`src/chsf_pkg.sv`:
```
// Notes on behaviour
// Status1 bits 7,6: input overvoltage, input valid
// Status1 bit 5: input current limited
// Status1 bit 4: die thermal limiting active
// Status1 bit 3: end-of-charge latches, holds
// Status1 bits 2:0: charger state code
// Status2 bits 7:5: thermistor zone code
// Status2 bit 4: four consecutive peak limits
// Status2 bits 2:0: battery level code
// Fault bit 3: battery short, resets 0
// Fault bit 2: peak current fault, resets 0
// Fault bits 1,0: low/high overtemperature latches
// Writing one clears fault; power cycle too
// Short timeout code: 1..180 seconds, default 30
// Short threshold 2.0 V + 0.1 V/step, default 2.4
// Short fault after full timeout below threshold
// Reserved bits read zero, ignore writes
package chsf_pkg;
  // Register offsets
  localparam logic [7:0] ADDR_STATUS_FIRST = 8'h0B;
  localparam logic [7:0] ADDR_STATUS_SECOND = 8'h0C;
  localparam logic [7:0] ADDR_FAULT_FLAGS = 8'h0D;
  localparam logic [7:0] ADDR_SHORT_CONFIG = 8'h10;
  // Field positions
  localparam int OV_BIT = 7;
  localparam int VALID_BIT = 6;
  localparam int ILIM_BIT = 5;
  localparam int THERM_BIT = 4;
  localparam int CHARGE_COMPLETE_LATCH_BIT = 3;
  localparam int IPK_BIT = 4;
  localparam int FAULT_SHORT_BIT = 3;
  localparam int FAULT_PEAK_BIT = 2;
  localparam int FAULT_TLOW_BIT = 1;
  localparam int FAULT_THIGH_BIT = 0;
  // Writable masks of the fault and config registers
  localparam logic [7:0] FAULT_MASK = 8'h0F;
  localparam logic [7:0] CONFIG_MASK = 8'hE7;
  // Reset values
  localparam logic [2:0] TIMEOUT_SEL_RESET = 3'h4;
  localparam logic [2:0] VOLTAGE_SEL_RESET = 3'h4;
  localparam logic [3:0] FAULT_RESET = 4'h0;
  // Charger state code for end of charge
  localparam logic [2:0] STATE_COMPLETE = 3'h4;
  // Consecutive peak limits before status/fault
  localparam logic [2:0] PEAK_RUN_COUNT = 3'h4;
  // Clock rate and derived one-second count
  localparam longint CLK_HZ = 20_000_000;
  localparam int SECOND_S = 1;
  localparam int SECOND_CYCLES = int'(CLK_HZ * SECOND_S);
  // Short threshold base and step in millivolts
  localparam logic [11:0] SHORT_BASE_MV = 12'h7D0;
  localparam logic [11:0] SHORT_STEP_MV = 12'h064;

  // Analog-side inputs arriving from comparators and converters
  typedef struct packed {
    logic over_voltage;      // Input above overvoltage level
    logic input_valid;       // Input above valid level
    logic current_limited;   // Blocking transistor limits current
    logic thermal_limited;   // Die temperature limits charging
    logic [2:0] charge_state; // Charger state code
    logic [2:0] therm_zone;  // Thermistor zone code
    logic peak_hit;          // Peak current limit reached this cycle
    logic peak_normal;       // Switching cycle ended without limit
    logic [2:0] batt_level;  // Battery level code
    logic over_temp_low;     // Lower overtemperature comparator
    logic over_temp_high;    // Higher overtemperature comparator
    logic [11:0] sense_mv;   // Battery sense voltage, millivolts
  } chsf_analog_t;

  // Detector states for the battery short timer
  typedef enum logic [1:0] {SHORT_IDLE, SHORT_TIMING, SHORT_TRIPPED} chsf_short_t;

  // Timeout in seconds for a timeout code
  function automatic logic [7:0] timeout_s(input logic [2:0] code);
    case (code)
      3'h0: timeout_s = 8'h01;
      3'h1: timeout_s = 8'h02;
      3'h2: timeout_s = 8'h04;
      3'h3: timeout_s = 8'h0A;
      3'h4: timeout_s = 8'h1E;
      3'h5: timeout_s = 8'h3C;
      3'h6: timeout_s = 8'h78;
      default: timeout_s = 8'hB4;
    endcase
  endfunction : timeout_s

  // Threshold in millivolts for a voltage code
  function automatic logic [11:0] threshold_mv(input logic [2:0] code);
    threshold_mv = 12'(SHORT_BASE_MV + SHORT_STEP_MV * {9'h000, code});
  endfunction : threshold_mv
endpackage : chsf_pkg

```
`src/chsf_regs.sv`:
```
`timescale 1ns/1ns
module chsf_regs #(
  parameter int SECOND_CYCLES = chsf_pkg::SECOND_CYCLES // Cycles per second
) (
  input wire logic mclk, // 20 MHz clock
  input wire logic reset, // Synchronous reset, power cycle
  input wire chsf_pkg::chsf_analog_t analog_in, // Analog-side flags
  input wire logic [7:0] reg_addr, // Register address
  input wire logic reg_wr, // Write strobe
  input wire logic [7:0] reg_wdata, // Write data
  input wire logic reg_rd, // Read strobe
  output logic [7:0] reg_rdata_q, // Read data, one cycle after strobe
  output logic [2:0] short_timeout_select, // Selected timeout code
  output logic [2:0] short_voltage_select // Selected threshold code
);
  // Two-flop synchroniser for the analog side
  // Each comparator level is asynchronous to mclk, so nothing but the
  // second stage may read the first; all status and fault logic below
  // works on the second stage only, two edges behind the pins
  chsf_pkg::chsf_analog_t sync1_q; // First stage, read only by second
  chsf_pkg::chsf_analog_t sync2_q; // Safe copy

  // Synchroniser stages; a power cycle clears both so no stale level
  // survives into the edge detectors below
  always_ff @(posedge mclk) begin
    if (reset) begin
      // Both stages start at the idle level of every comparator
      sync1_q <= '0;
      sync2_q <= '0;
    end else begin
      // Shift the pin levels in
      sync1_q <= analog_in;
      sync2_q <= sync1_q;
    end
  end

  // Register state
  // Every flop below has a _d partner computed in one always_comb and
  // registered, unchanged, in the matching always_ff
  logic charge_complete_latch_q, charge_complete_latch_d; // End-of-charge latch
  logic [2:0] peak_run_q, peak_run_d; // Consecutive peak limit count
  logic peak_prev_q, peak_prev_d; // Previous peak hit level
  logic peak_current_status_q, peak_current_status_d; // Peak current status
  logic [3:0] fault_q, fault_d; // Latched faults
  logic [2:0] tsel_q, tsel_d; // Timeout code
  logic [2:0] vsel_q, vsel_d; // Threshold code
  logic [7:0] rdata_d; // Next read data
  logic tlow_prev_q, tlow_prev_d; // Previous low overtemp level
  logic thigh_prev_q, thigh_prev_d; // Previous high overtemp level
  // Short detector state
  // The prescaler divides mclk down to one-second ticks and the seconds
  // counter compares against the decoded timeout; 25 bits hold one
  // second at the full 20 MHz rate
  chsf_pkg::chsf_short_t short_q, short_d; // Detector state
  logic [24:0] pres_q, pres_d; // One-second prescaler
  logic [7:0] secs_q, secs_d; // Elapsed seconds below threshold
  // Combinational helpers, recomputed every cycle
  logic short_set; // Short fault set pulse
  logic below; // Sense voltage below threshold
  logic sec_tick; // Prescaler wrap
  logic [3:0] fault_set; // Fault set events
  logic [3:0] fault_clr; // Host clear requests
  logic wr_fault; // Write to fault register
  logic wr_cfg; // Write to config register

  // Short detector next state
  // The battery must sit below the selected threshold for the whole
  // timeout; any recovery, even for one cycle, throws the time away.
  // After a trip the detector waits for recovery so that one long short
  // raises the fault only once and a host clear is not undone at once.
  always_comb begin
    below = sync2_q.sense_mv < chsf_pkg::threshold_mv(vsel_q);
    sec_tick = pres_q == 25'(SECOND_CYCLES - 1);
    short_d = short_q;
    pres_d = pres_q;
    secs_d = secs_q;
    short_set = 1'b0;
    case (short_q)
      chsf_pkg::SHORT_IDLE: begin
        // Hold both counters at zero while armed
        pres_d = '0;
        secs_d = '0;
        if (below) begin
          // Start timing on the first low sample
          short_d = chsf_pkg::SHORT_TIMING;
        end
      end
      chsf_pkg::SHORT_TIMING: begin
        if (!below) begin // Recovered, restart
          short_d = chsf_pkg::SHORT_IDLE;
        end else if (sec_tick) begin
          // One more full second spent below the threshold
          pres_d = '0;
          if (secs_q + 8'h01 >= chsf_pkg::timeout_s(tsel_q)) begin
            short_d = chsf_pkg::SHORT_TRIPPED;
            short_set = 1'b1;
          end else begin
            secs_d = secs_q + 8'h01;
          end
        end else begin
          // Count mclk cycles toward the next second
          pres_d = pres_q + 25'h0000001;
        end
      end
      chsf_pkg::SHORT_TRIPPED: begin
        // Fault already raised; counters hold until recovery
        if (!below) begin // Wait for recovery before rearming
          short_d = chsf_pkg::SHORT_IDLE;
        end
      end
      default: short_d = chsf_pkg::SHORT_IDLE; // Illegal code rearms
    endcase
  end

  // Short detector registers; a power cycle rearms the detector
  always_ff @(posedge mclk) begin
    if (reset) begin
      short_q <= chsf_pkg::SHORT_IDLE;
      pres_q <= '0;
      secs_q <= '0;
    end else begin
      short_q <= short_d;
      pres_q <= pres_d;
      secs_q <= secs_d;
    end
  end

  // Status, fault and config next values
  // Host strobes come from logic on mclk and are used directly; only
  // the analog levels go through the synchroniser
  always_comb begin
    wr_fault = reg_wr && reg_addr == chsf_pkg::ADDR_FAULT_FLAGS;
    wr_cfg = reg_wr && reg_addr == chsf_pkg::ADDR_SHORT_CONFIG;
    // End of charge stays latched until power cycles
    // A later drop below the recharge threshold does not clear it
    charge_complete_latch_d = charge_complete_latch_q || sync2_q.charge_state == chsf_pkg::STATE_COMPLETE;
    // Count peak limits in succession; normal cycle breaks the run
    // Only a rising edge counts, so a long limit event is one hit
    peak_prev_d = sync2_q.peak_hit;
    peak_run_d = peak_run_q;
    if (sync2_q.peak_normal) begin
      peak_run_d = '0;
    end else if (sync2_q.peak_hit && !peak_prev_q && peak_run_q < chsf_pkg::PEAK_RUN_COUNT) begin
      peak_run_d = peak_run_q + 3'h1;
    end
    peak_current_status_d = peak_run_d >= chsf_pkg::PEAK_RUN_COUNT;
    // Fault events
    // Overtemperature faults latch on the rising edge of the synced
    // comparator, so a clear while the die is still hot stays cleared
    tlow_prev_d = sync2_q.over_temp_low;
    thigh_prev_d = sync2_q.over_temp_high;
    fault_set = '0;
    fault_set[chsf_pkg::FAULT_SHORT_BIT] = short_set;
    fault_set[chsf_pkg::FAULT_PEAK_BIT] = peak_current_status_d && !peak_current_status_q;
    fault_set[chsf_pkg::FAULT_TLOW_BIT] = sync2_q.over_temp_low && !tlow_prev_q;
    fault_set[chsf_pkg::FAULT_THIGH_BIT] = sync2_q.over_temp_high && !thigh_prev_q;
    fault_clr = wr_fault ? reg_wdata[3:0] : 4'h0;
    // Set wins over a clear in the same cycle
    // A fault that recurs while the host clears it is not lost
    fault_d = (fault_q & ~fault_clr) | fault_set;
    // Config writes, reserved bits dropped
    // Bits 4:3 are never stored, so they read back zero
    tsel_d = wr_cfg ? reg_wdata[7:5] : tsel_q;
    vsel_d = wr_cfg ? reg_wdata[2:0] : vsel_q;
    // Read multiplexer
    // The last read value stands until the next read strobe; reads have
    // no side effects, so polling the status registers is always safe
    rdata_d = reg_rdata_q;
    if (reg_rd) begin
      case (reg_addr)
        chsf_pkg::ADDR_STATUS_FIRST: rdata_d = {sync2_q.over_voltage, sync2_q.input_valid,
          sync2_q.current_limited, sync2_q.thermal_limited, charge_complete_latch_q,
          sync2_q.charge_state};
        chsf_pkg::ADDR_STATUS_SECOND: rdata_d = {sync2_q.therm_zone, peak_current_status_q, 1'b0,
          sync2_q.batt_level};
        chsf_pkg::ADDR_FAULT_FLAGS: rdata_d = {4'h0, fault_q};
        chsf_pkg::ADDR_SHORT_CONFIG: rdata_d = {tsel_q, 2'b00, vsel_q};
        default: rdata_d = 8'h00; // Unmapped reads as zero
      endcase
    end
  end

  // Register bank flops; reset is the input power cycle
  always_ff @(posedge mclk) begin
    if (reset) begin
      charge_complete_latch_q <= 1'b0;
      peak_run_q <= '0;
      peak_prev_q <= 1'b0;
      peak_current_status_q <= 1'b0;
      fault_q <= chsf_pkg::FAULT_RESET;
      tsel_q <= chsf_pkg::TIMEOUT_SEL_RESET;
      vsel_q <= chsf_pkg::VOLTAGE_SEL_RESET;
      reg_rdata_q <= 8'h00;
      tlow_prev_q <= 1'b0;
      thigh_prev_q <= 1'b0;
    end else begin
      charge_complete_latch_q <= charge_complete_latch_d;
      peak_run_q <= peak_run_d;
      peak_prev_q <= peak_prev_d;
      peak_current_status_q <= peak_current_status_d;
      fault_q <= fault_d;
      tsel_q <= tsel_d;
      vsel_q <= vsel_d;
      reg_rdata_q <= rdata_d;
      tlow_prev_q <= tlow_prev_d;
      thigh_prev_q <= thigh_prev_d;
    end
  end

  // Config outputs come straight from their registers
  // so the analog side sees a new code one edge after the write
  assign short_timeout_select = tsel_q;
  assign short_voltage_select = vsel_q;
endmodule : chsf_regs

```
`config.mk`:
```
export PLATFORM = sky130hd
export DESIGN_NAME = chsf_regs
export DESIGN_NICKNAME = d
export VERILOG_FILES = /design/src/chsf_pkg.sv /design/src/chsf_regs.sv
export SDC_FILE = /design/constraint.sdc
export NUM_CORES = 1
export LEC_CHECK = 0
export ABC_CLOCK_PERIOD_IN_PS = 5200
export BUFFER_PORTS_ARGS = -buffer_cell sky130_fd_sc_hd__buf_2
export CAP_MARGIN = 25
export CORE_MARGIN = 8
export CORE_UTILIZATION = 30
export CTS_CLUSTER_DIAMETER = 30
export CTS_CLUSTER_SIZE = 28
export DETAILED_ROUTE_END_ITERATION = 16
export SYNTH_ARGS = -nofsm -noshare
export SYNTH_HDL_FRONTEND = slang
export SYNTH_SLANG_ARGS = --single-unit
```
`constraint.sdc`:
```
create_clock -name mclk -period 5.2 [get_ports mclk]
set_input_delay 0 -clock mclk [delete_from_list [all_inputs] [get_ports mclk]]
set_output_delay 0 -clock mclk [all_outputs]
set_load 0.05 [all_outputs]
```
== Word-level counts from Yosys, hierarchy flattened ==
Index checks and enable logic that the tools add are counted.

* Flip-flop bits (word level): 119
* Bits of input ports: 49
* Output and inout bits: 14
* Word-level logic and storage cells: 113

* Add/sub/neg operators: 4
* Multipliers: 1
* $lt $le $gt $ge: 4
* Eq/ne operators: 21
* Muxes and demuxes: 25
* Bitwise gates (word level): 3
* Reductions and logical operators: 18

{| class="wikitable"
|+ Operators with widths
! cell !! count
|-
| $pmux 8 s7 || 1
|-
| $mux 25 || 2
|-
| $pmux 25 s2 || 1
|-
| $mux 8 || 6
|-
| $pmux 8 s4 || 1
|-
| $add 25x1->25 const B || 1
|-
| $eq 25x25->1 const B || 1
|-
| $eq 8x4->1 const B || 3
|-
| $pmux 8 s2 || 1
|-
| $add 11x10->12 const A || 1
|-
| $eq 3x3->1 const B || 4
|-
| $lt 12x12->1 || 1
|-
| $mux 2 || 5
|-
| $ne 2x2->1 const B || 5
|-
| $add 8x1->8 const B || 1
|-
| $eq 8x5->1 const B || 1
|-
| $ge 8x8->1 || 1
|-
| $mul 5x3->8 const A || 1
|-
| $reduce_and 4->1 || 2
|-
| $logic_and 1x1->1 || 7
|-
| $eq 3x2->1 const B || 2
|-
| $mux 3 || 2
|-
| $ne 3x3->1 const B || 2
|-
| $pmux 2 s3 || 1
|-
| 17 further kinds || 23
|}

== Depth between registers and ports, before layout ==
* Depth after elaboration: 11
* Depth in mapped cells: 15
* Depth with buffers taken out: 13

== Worst setup path after synthesis ==
No wires, ideal clock.

* Path kind: reg-to-reg
* Start point: register vsel_q[1] (netlist: short_voltage_select[1])
* End point: register pres_q[7]
* Setup time: 0.070 ns
* Arrival time: 3.809 ns
* Required time: 5.130 ns
* Slack: 1.321 ns
* Stages on the path, launching flop included: 15
* Buffers on the path: 1
* Period minus slack after synthesis: 3.879 ns
* Path through: dfxtp_1 inv_1 ha_1 ha_1 xor2_1 nor3_1 xnor2_1 ha_1 a211oi_1 nor2_1 a311o_4 a21o_1 buf_6 or4_1 a21oi_1

* Word-level cells in the longest chain between the ends: 5

{| class="wikitable"
|+ RTL lines
! what !! line !! RTL
|-
| start, declared || chsf_regs.sv:46 || <nowiki>logic [2:0] vsel_q, vsel_d;</nowiki>
|-
| start signal, assigned || chsf_regs.sv:192 || <nowiki>vsel_q <= chsf_pkg::VOLTAGE_SEL_RESET;</nowiki>
|-
| start signal, assigned || chsf_regs.sv:203 || <nowiki>vsel_q <= vsel_d;</nowiki>
|-
| $mul 5x3->8 || chsf_pkg.sv:89 || <nowiki>threshold_mv = 12'(SHORT_BASE_MV + SHORT_STEP_MV * {9'h000, code});</nowiki>
|-
| $add 11x10->12 || chsf_pkg.sv:89 ||
|-
| $lt 12x12->1 || chsf_regs.sv:72 || <nowiki>below = sync2_q.sense_mv < chsf_pkg::threshold_mv(vsel_q);</nowiki>
|-
| $ne 2x2->1 (no line) || - ||
|-
| $reduce_and 2->1 (no line) || - ||
|-
| end signal, assigned || chsf_regs.sv:123 || <nowiki>pres_q <= pres_d;</nowiki>
|-
| end, declared || chsf_regs.sv:55 || <nowiki>logic [24:0] pres_q, pres_d;</nowiki>
|}

No other way between the ends.
A chain may end at the register's enable or synchronous reset.

== Worst setup path after layout ==
* Start point: register vsel_q[2] (netlist: short_voltage_select[2])
* End point: register pres_q[22]

Same word-level chain as after synthesis.

==> results by group <==
Finish
  • Finished Layout Cells: about 900
  • NumNets Final: between 700 and 800
  • Layout area overhead: 27.3%
  • Final core utilization: 0.389
  • Share of cells above drive strength 1: 0.165
  • Antenna cells: 0
  • Fillers: around 1,700

STA
  • TNS Setup: 0 ns
  • Measured slew at the worst slew-check pin: 0.954 ns
  • Max-slew violation count: 0
  • Final period utilization: 0.787
  • Rel. slew slack: 0.362
  • Min Tclk post-route: ~4.1 ns
  • Worst Clk Skew: 0.0221 ns
  • Final Hold Fails: 0
  • RSZ-0062 raised after global routing: false
  • Peak Freq: 0.244 GHz
  • Finish-stage setup viols: 0

Global routing
  • Gr usage total: 0.111
  • Overflow after GRT: 0
  • Wire length of the first global-routing pass: ~20 mm
  • Initial antenna violation count: 0
  • Largest net degree at the start of global routing: a little under 50
  • Vias in the first global route: between 4,000 and 5,000

Die
  • Die area: about 22,000 µm²
  • Core Region: between 15,000 and 20,000 µm²
  • Die height: between 100 and 150 µm
  • Rows: 48
  • Ports: between 60 and 70
  • Effective utilization at floorplan: 0.306
  • Die width: approximately 150 µm

Setup path
  • Type of origin of the critical path: flip-flop
  • CP cell instances: inv_1 -> ha_1 -> ha_1 -> xor2_1 -> nor3_1 -> xnor2_1 -> ha_1 -> a211oi_1 -> nor2_1 -> a311o_4 -> o41ai_4 -> buf_4 -> nor2_1
  • R2R cell count: 13
  • CP endpoint kind: flip-flop
  • Worst Path Buf+Inv: 2
  • Worst r2r src: short_voltage_select[2]$_SDFFE_PP1P_
  • Critical R2R Capture: pres_q[22]$_SDFFE_PP0P_
  • Setup CP Type: reg2reg
  • CP max stage cell: o41ai_4
  • WP data arrival: roughly 4.4 ns
  • Flop2flop setup slack: between 1 and 1.5 ns
  • Slowest stage delay, CP: 0.73 ns
  • CP top delay family: compound AO/OA/AOI/OAI gates
  • WP data required: 5.48 ns
  • Most used cell, CP: ha_1
  • Crit-path max FO: 14

Synth
  • EDFF count, synth: 0
  • Syn nets: 644
  • Async S/R FF share, synth: 0
  • Post-synthesis sequential area ratio: 0.433
  • Mean area per synthesized cell: 9.30 µm²
  • Gate Count Post-Synth: 567
  • Post-synth design cell area: 5270 µm²
  • Synth Register Bits: 114
  • Primary FF master, synth: dfxtp_1
  • Synth warn: 0
  • Cell variety after synth: 62

Clocking
  • Clock sink count: 114
  • CTS tree: done
  • Setup bufs post-CTS: 0
  • Cts bufs inserted: 17
  • CTS clk-pin slew, worst paths: 0.05 ns
  • Clock Root Buffer: clkbuf_16
  • Post-CTS Hold Fix Bufs: 39
  • Clk_lat worst skew: roughly 0.4 ns
  • H-tree levels: 4
  • CTS Buffer Depth: 2
  • Gates resized, CTS repair: 0

Placed design
  • RD Place Congestion: roughly 0.8
  • Port buffer count: just under 60
  • Cells after DPL: between 800 and 900
  • Detailed placement HPWL: between 7 and 8 mm

Hold path
  • Hold Crit Endpoint: fault_q[0]$_SDFF_PP0_
  • Hold depth: 4
  • Hold_sp: reg_wr
  • Min-Delay Path Class: in2reg

Route
  • Final Routed Wirelength: roughly 12 mm
  • DRC viols: 0
  • Vias per cell: between 4 and 5
  • DR iter-0 viols: around 270
  • Antenna viol nets, final: 0
  • Initial DRT Pass Iterations: 5
  • Via Count: ~4,300
  • Routed len/inst: between 10 and 15 µm

Power
  • Power per Cell Area: about 310 nW/µm²
  • VDD IR-drop max: about 0.00021 V
  • Lkg Pwr: about 0.0026 µW

Flow run
  • MaxCap Viol Count: 0

Run status
  • Status: finished clean
logic make-up (layout without fill, tap and decap cells):
| logic type | count (synthesis) | count (layout) | synth area share |
|---|---|---|---|
| flops | 114 | 114 | 0.433 |
| compound gates | 114 | 114 | 0.159 |
| xor+xnor | 23 | 23 | 0.0382 |
| fa+ha+maj | 28 | 28 | 0.0664 |
| mux | 2 | 2 | 0.00380 |
| simple gates | 233 | 233 | 0.258 |
| buf+inv | 53 | 158 | 0.0418 |
stage by stage:
step | setup WS, ns | power (µW) | cell area [µm²] | hold WS, ns
after CTS | 1.08 | 2140 | 6710 | 0.0235
final | 1.11 | 2110 | 6710 | 0.0324
after detailed placement | 1.12 | 1010 | 5750 | 0.212
after floorplan | 1.32 | 976 | 5270 | 0.128
after global routing | 0.817 | 2190 | 6710 | 0.111
after global placement | 1.20 | 1000 | 5750 | 0.212
worst max path at each step:
stage / start / endpoint / cells after the start
finish: short_voltage_select[2]$_SDFFE_PP1P_ / pres_q[22]$_SDFFE_PP0P_ / 13
global route: short_voltage_select[2]$_SDFFE_PP1P_ / pres_q[7]$_SDFFE_PP0P_ / 13
CTS: short_voltage_select[2]$_SDFFE_PP1P_ / pres_q[10]$_SDFFE_PP0P_ / 13
detailed placement: short_voltage_select[2]$_SDFFE_PP1P_ / pres_q[10]$_SDFFE_PP0P_ / 13
global placement: short_voltage_select[2]$_SDFFE_PP1P_ / pres_q[4]$_SDFFE_PP0P_ / 12
floorplan: short_voltage_select[1]$_SDFFE_PP0P_ / pres_q[7]$_SDFFE_PP0P_ / 14
cell usage in the layout (no fill, tap or decap), types with 4 or more instances in the layout:
| cell type | synthesis | final |
|---|---|---|
| a211o_1 | 4 | 4 |
| a211oi_1 | 5 | 5 |
| a21o_1 | 6 | 6 |
| a21oi_1 | 39 | 39 |
| a22oi_1 | 7 | 7 |
| a2bb2oi_1 | 4 | 4 |
| and3_1 | 10 | 10 |
| and4_1 | 4 | 4 |
| buf_2 | 5 | 59 |
| buf_4 | 2 | 4 |
| clkbuf_16 | 0 | 17 |
| clkinv_4 | 0 | 5 |
| dfxtp_1 | 114 | 114 |
| dlygate4sd3_1 | 0 | 39 |
| ha_1 | 28 | 28 |
| inv_1 | 24 | 24 |
| inv_6 | 0 | 4 |
| nand2_1 | 24 | 24 |
| nand2b_1 | 7 | 7 |
| nand3_1 | 22 | 22 |
| nand4_1 | 12 | 12 |
| nor2_1 | 35 | 35 |
| nor2b_1 | 63 | 63 |
| nor3_1 | 14 | 14 |
| nor4_1 | 6 | 6 |
| o2111ai_1 | 4 | 4 |
| o21ai_0 | 14 | 14 |
| o31ai_1 | 9 | 9 |
| or3_1 | 5 | 5 |
| or4_1 | 9 | 9 |
| xnor2_1 | 19 | 19 |
| xor2_1 | 4 | 4 |
sequential cells by signal, indices dropped and copies added, names as in the netlist:
signal                   count
peak_prev_q                  1
sync1_q                     27
tlow_prev_d                  1
peak_prev_d                  1
short_q                      2
peak_run_q                   3
reg_rdata_q                  8
fault_q                      4
thigh_prev_q                 1
charge_complete_latch_q      1
thigh_prev_d                 1
secs_q                       8
short_voltage_select         3
tlow_prev_q                  1
pres_q                      25
short_timeout_select         3
sync2_q                     24
cell usage after synthesis (3+ instances only):
library cell,instances,area [µm²]
a2111oi_2,3,45.0
a211o_1,4,35.0
a211oi_1,5,37.5
a21o_1,6,45.0
a21oi_1,39,195
a222oi_1,3,30.0
a22oi_1,7,52.6
a2bb2oi_1,4,35.0
and2_1,3,18.8
and3_1,10,62.6
and4_1,4,35.0
buf_2,5,25.0
clkbuf_1,20,75.1
dfxtp_1,114,2280
ha_1,28,350
inv_1,24,90.1
nand2_1,24,90.1
nand2b_1,7,43.8
nand3_1,22,110
nand3b_1,3,22.5
nand4_1,12,75.1
nor2_1,35,131
nor2b_1,63,394
nor3_1,14,70.1
nor4_1,6,37.5
nor4_2,3,37.5
nor4b_1,3,26.3
o2111ai_1,4,35.0
o21ai_0,14,70.1
o31ai_1,9,67.6
or3_1,5,31.3
or4_1,9,67.6
xnor2_1,19,166
xor2_1,4,35.0
per-layer routing:
layer,vias to the layer above,global-route usage,share of wire
li1,2232,-,-
met3,6,0.0316,0.035
met5,-,0,0
met4,0,0.0469,0.0077
met1,2010,0.132,0.46
met2,60,0.185,0.49
worst reg2reg max path: stages, from the launching register on:
cell      delay, ns
dfxtp_1        0.54
inv_1          0.12
ha_1           0.30
ha_1           0.20
xor2_1         0.29
nor3_1         0.10
xnor2_1        0.21
ha_1           0.28
a211oi_1       0.23
nor2_1         0.08
a311o_4        0.49
o41ai_4        0.74
buf_4          0.33
nor2_1         0.07
cell type report:
cell class	instances	area [µm²]	share of cell area
inverters	24	90.1	0.0134
flip-flops and latches	114	2280	0.340
repair buffers	102	716	0.107
clock inverters	12	124	0.0185
multi-input cells	400	2770	0.413
clock buffers	20	447	0.0666
well taps	225	282	0.0420
where the power goes:
part	total (µW)	internal, µW	switching [µW]
Combinational	98.0	53.8	44.2
Clock	1110	678	427
Sequential	908	897	10.3
Total	2110	1630	482
No activity file was read; power rests on OpenSTA's default activity.
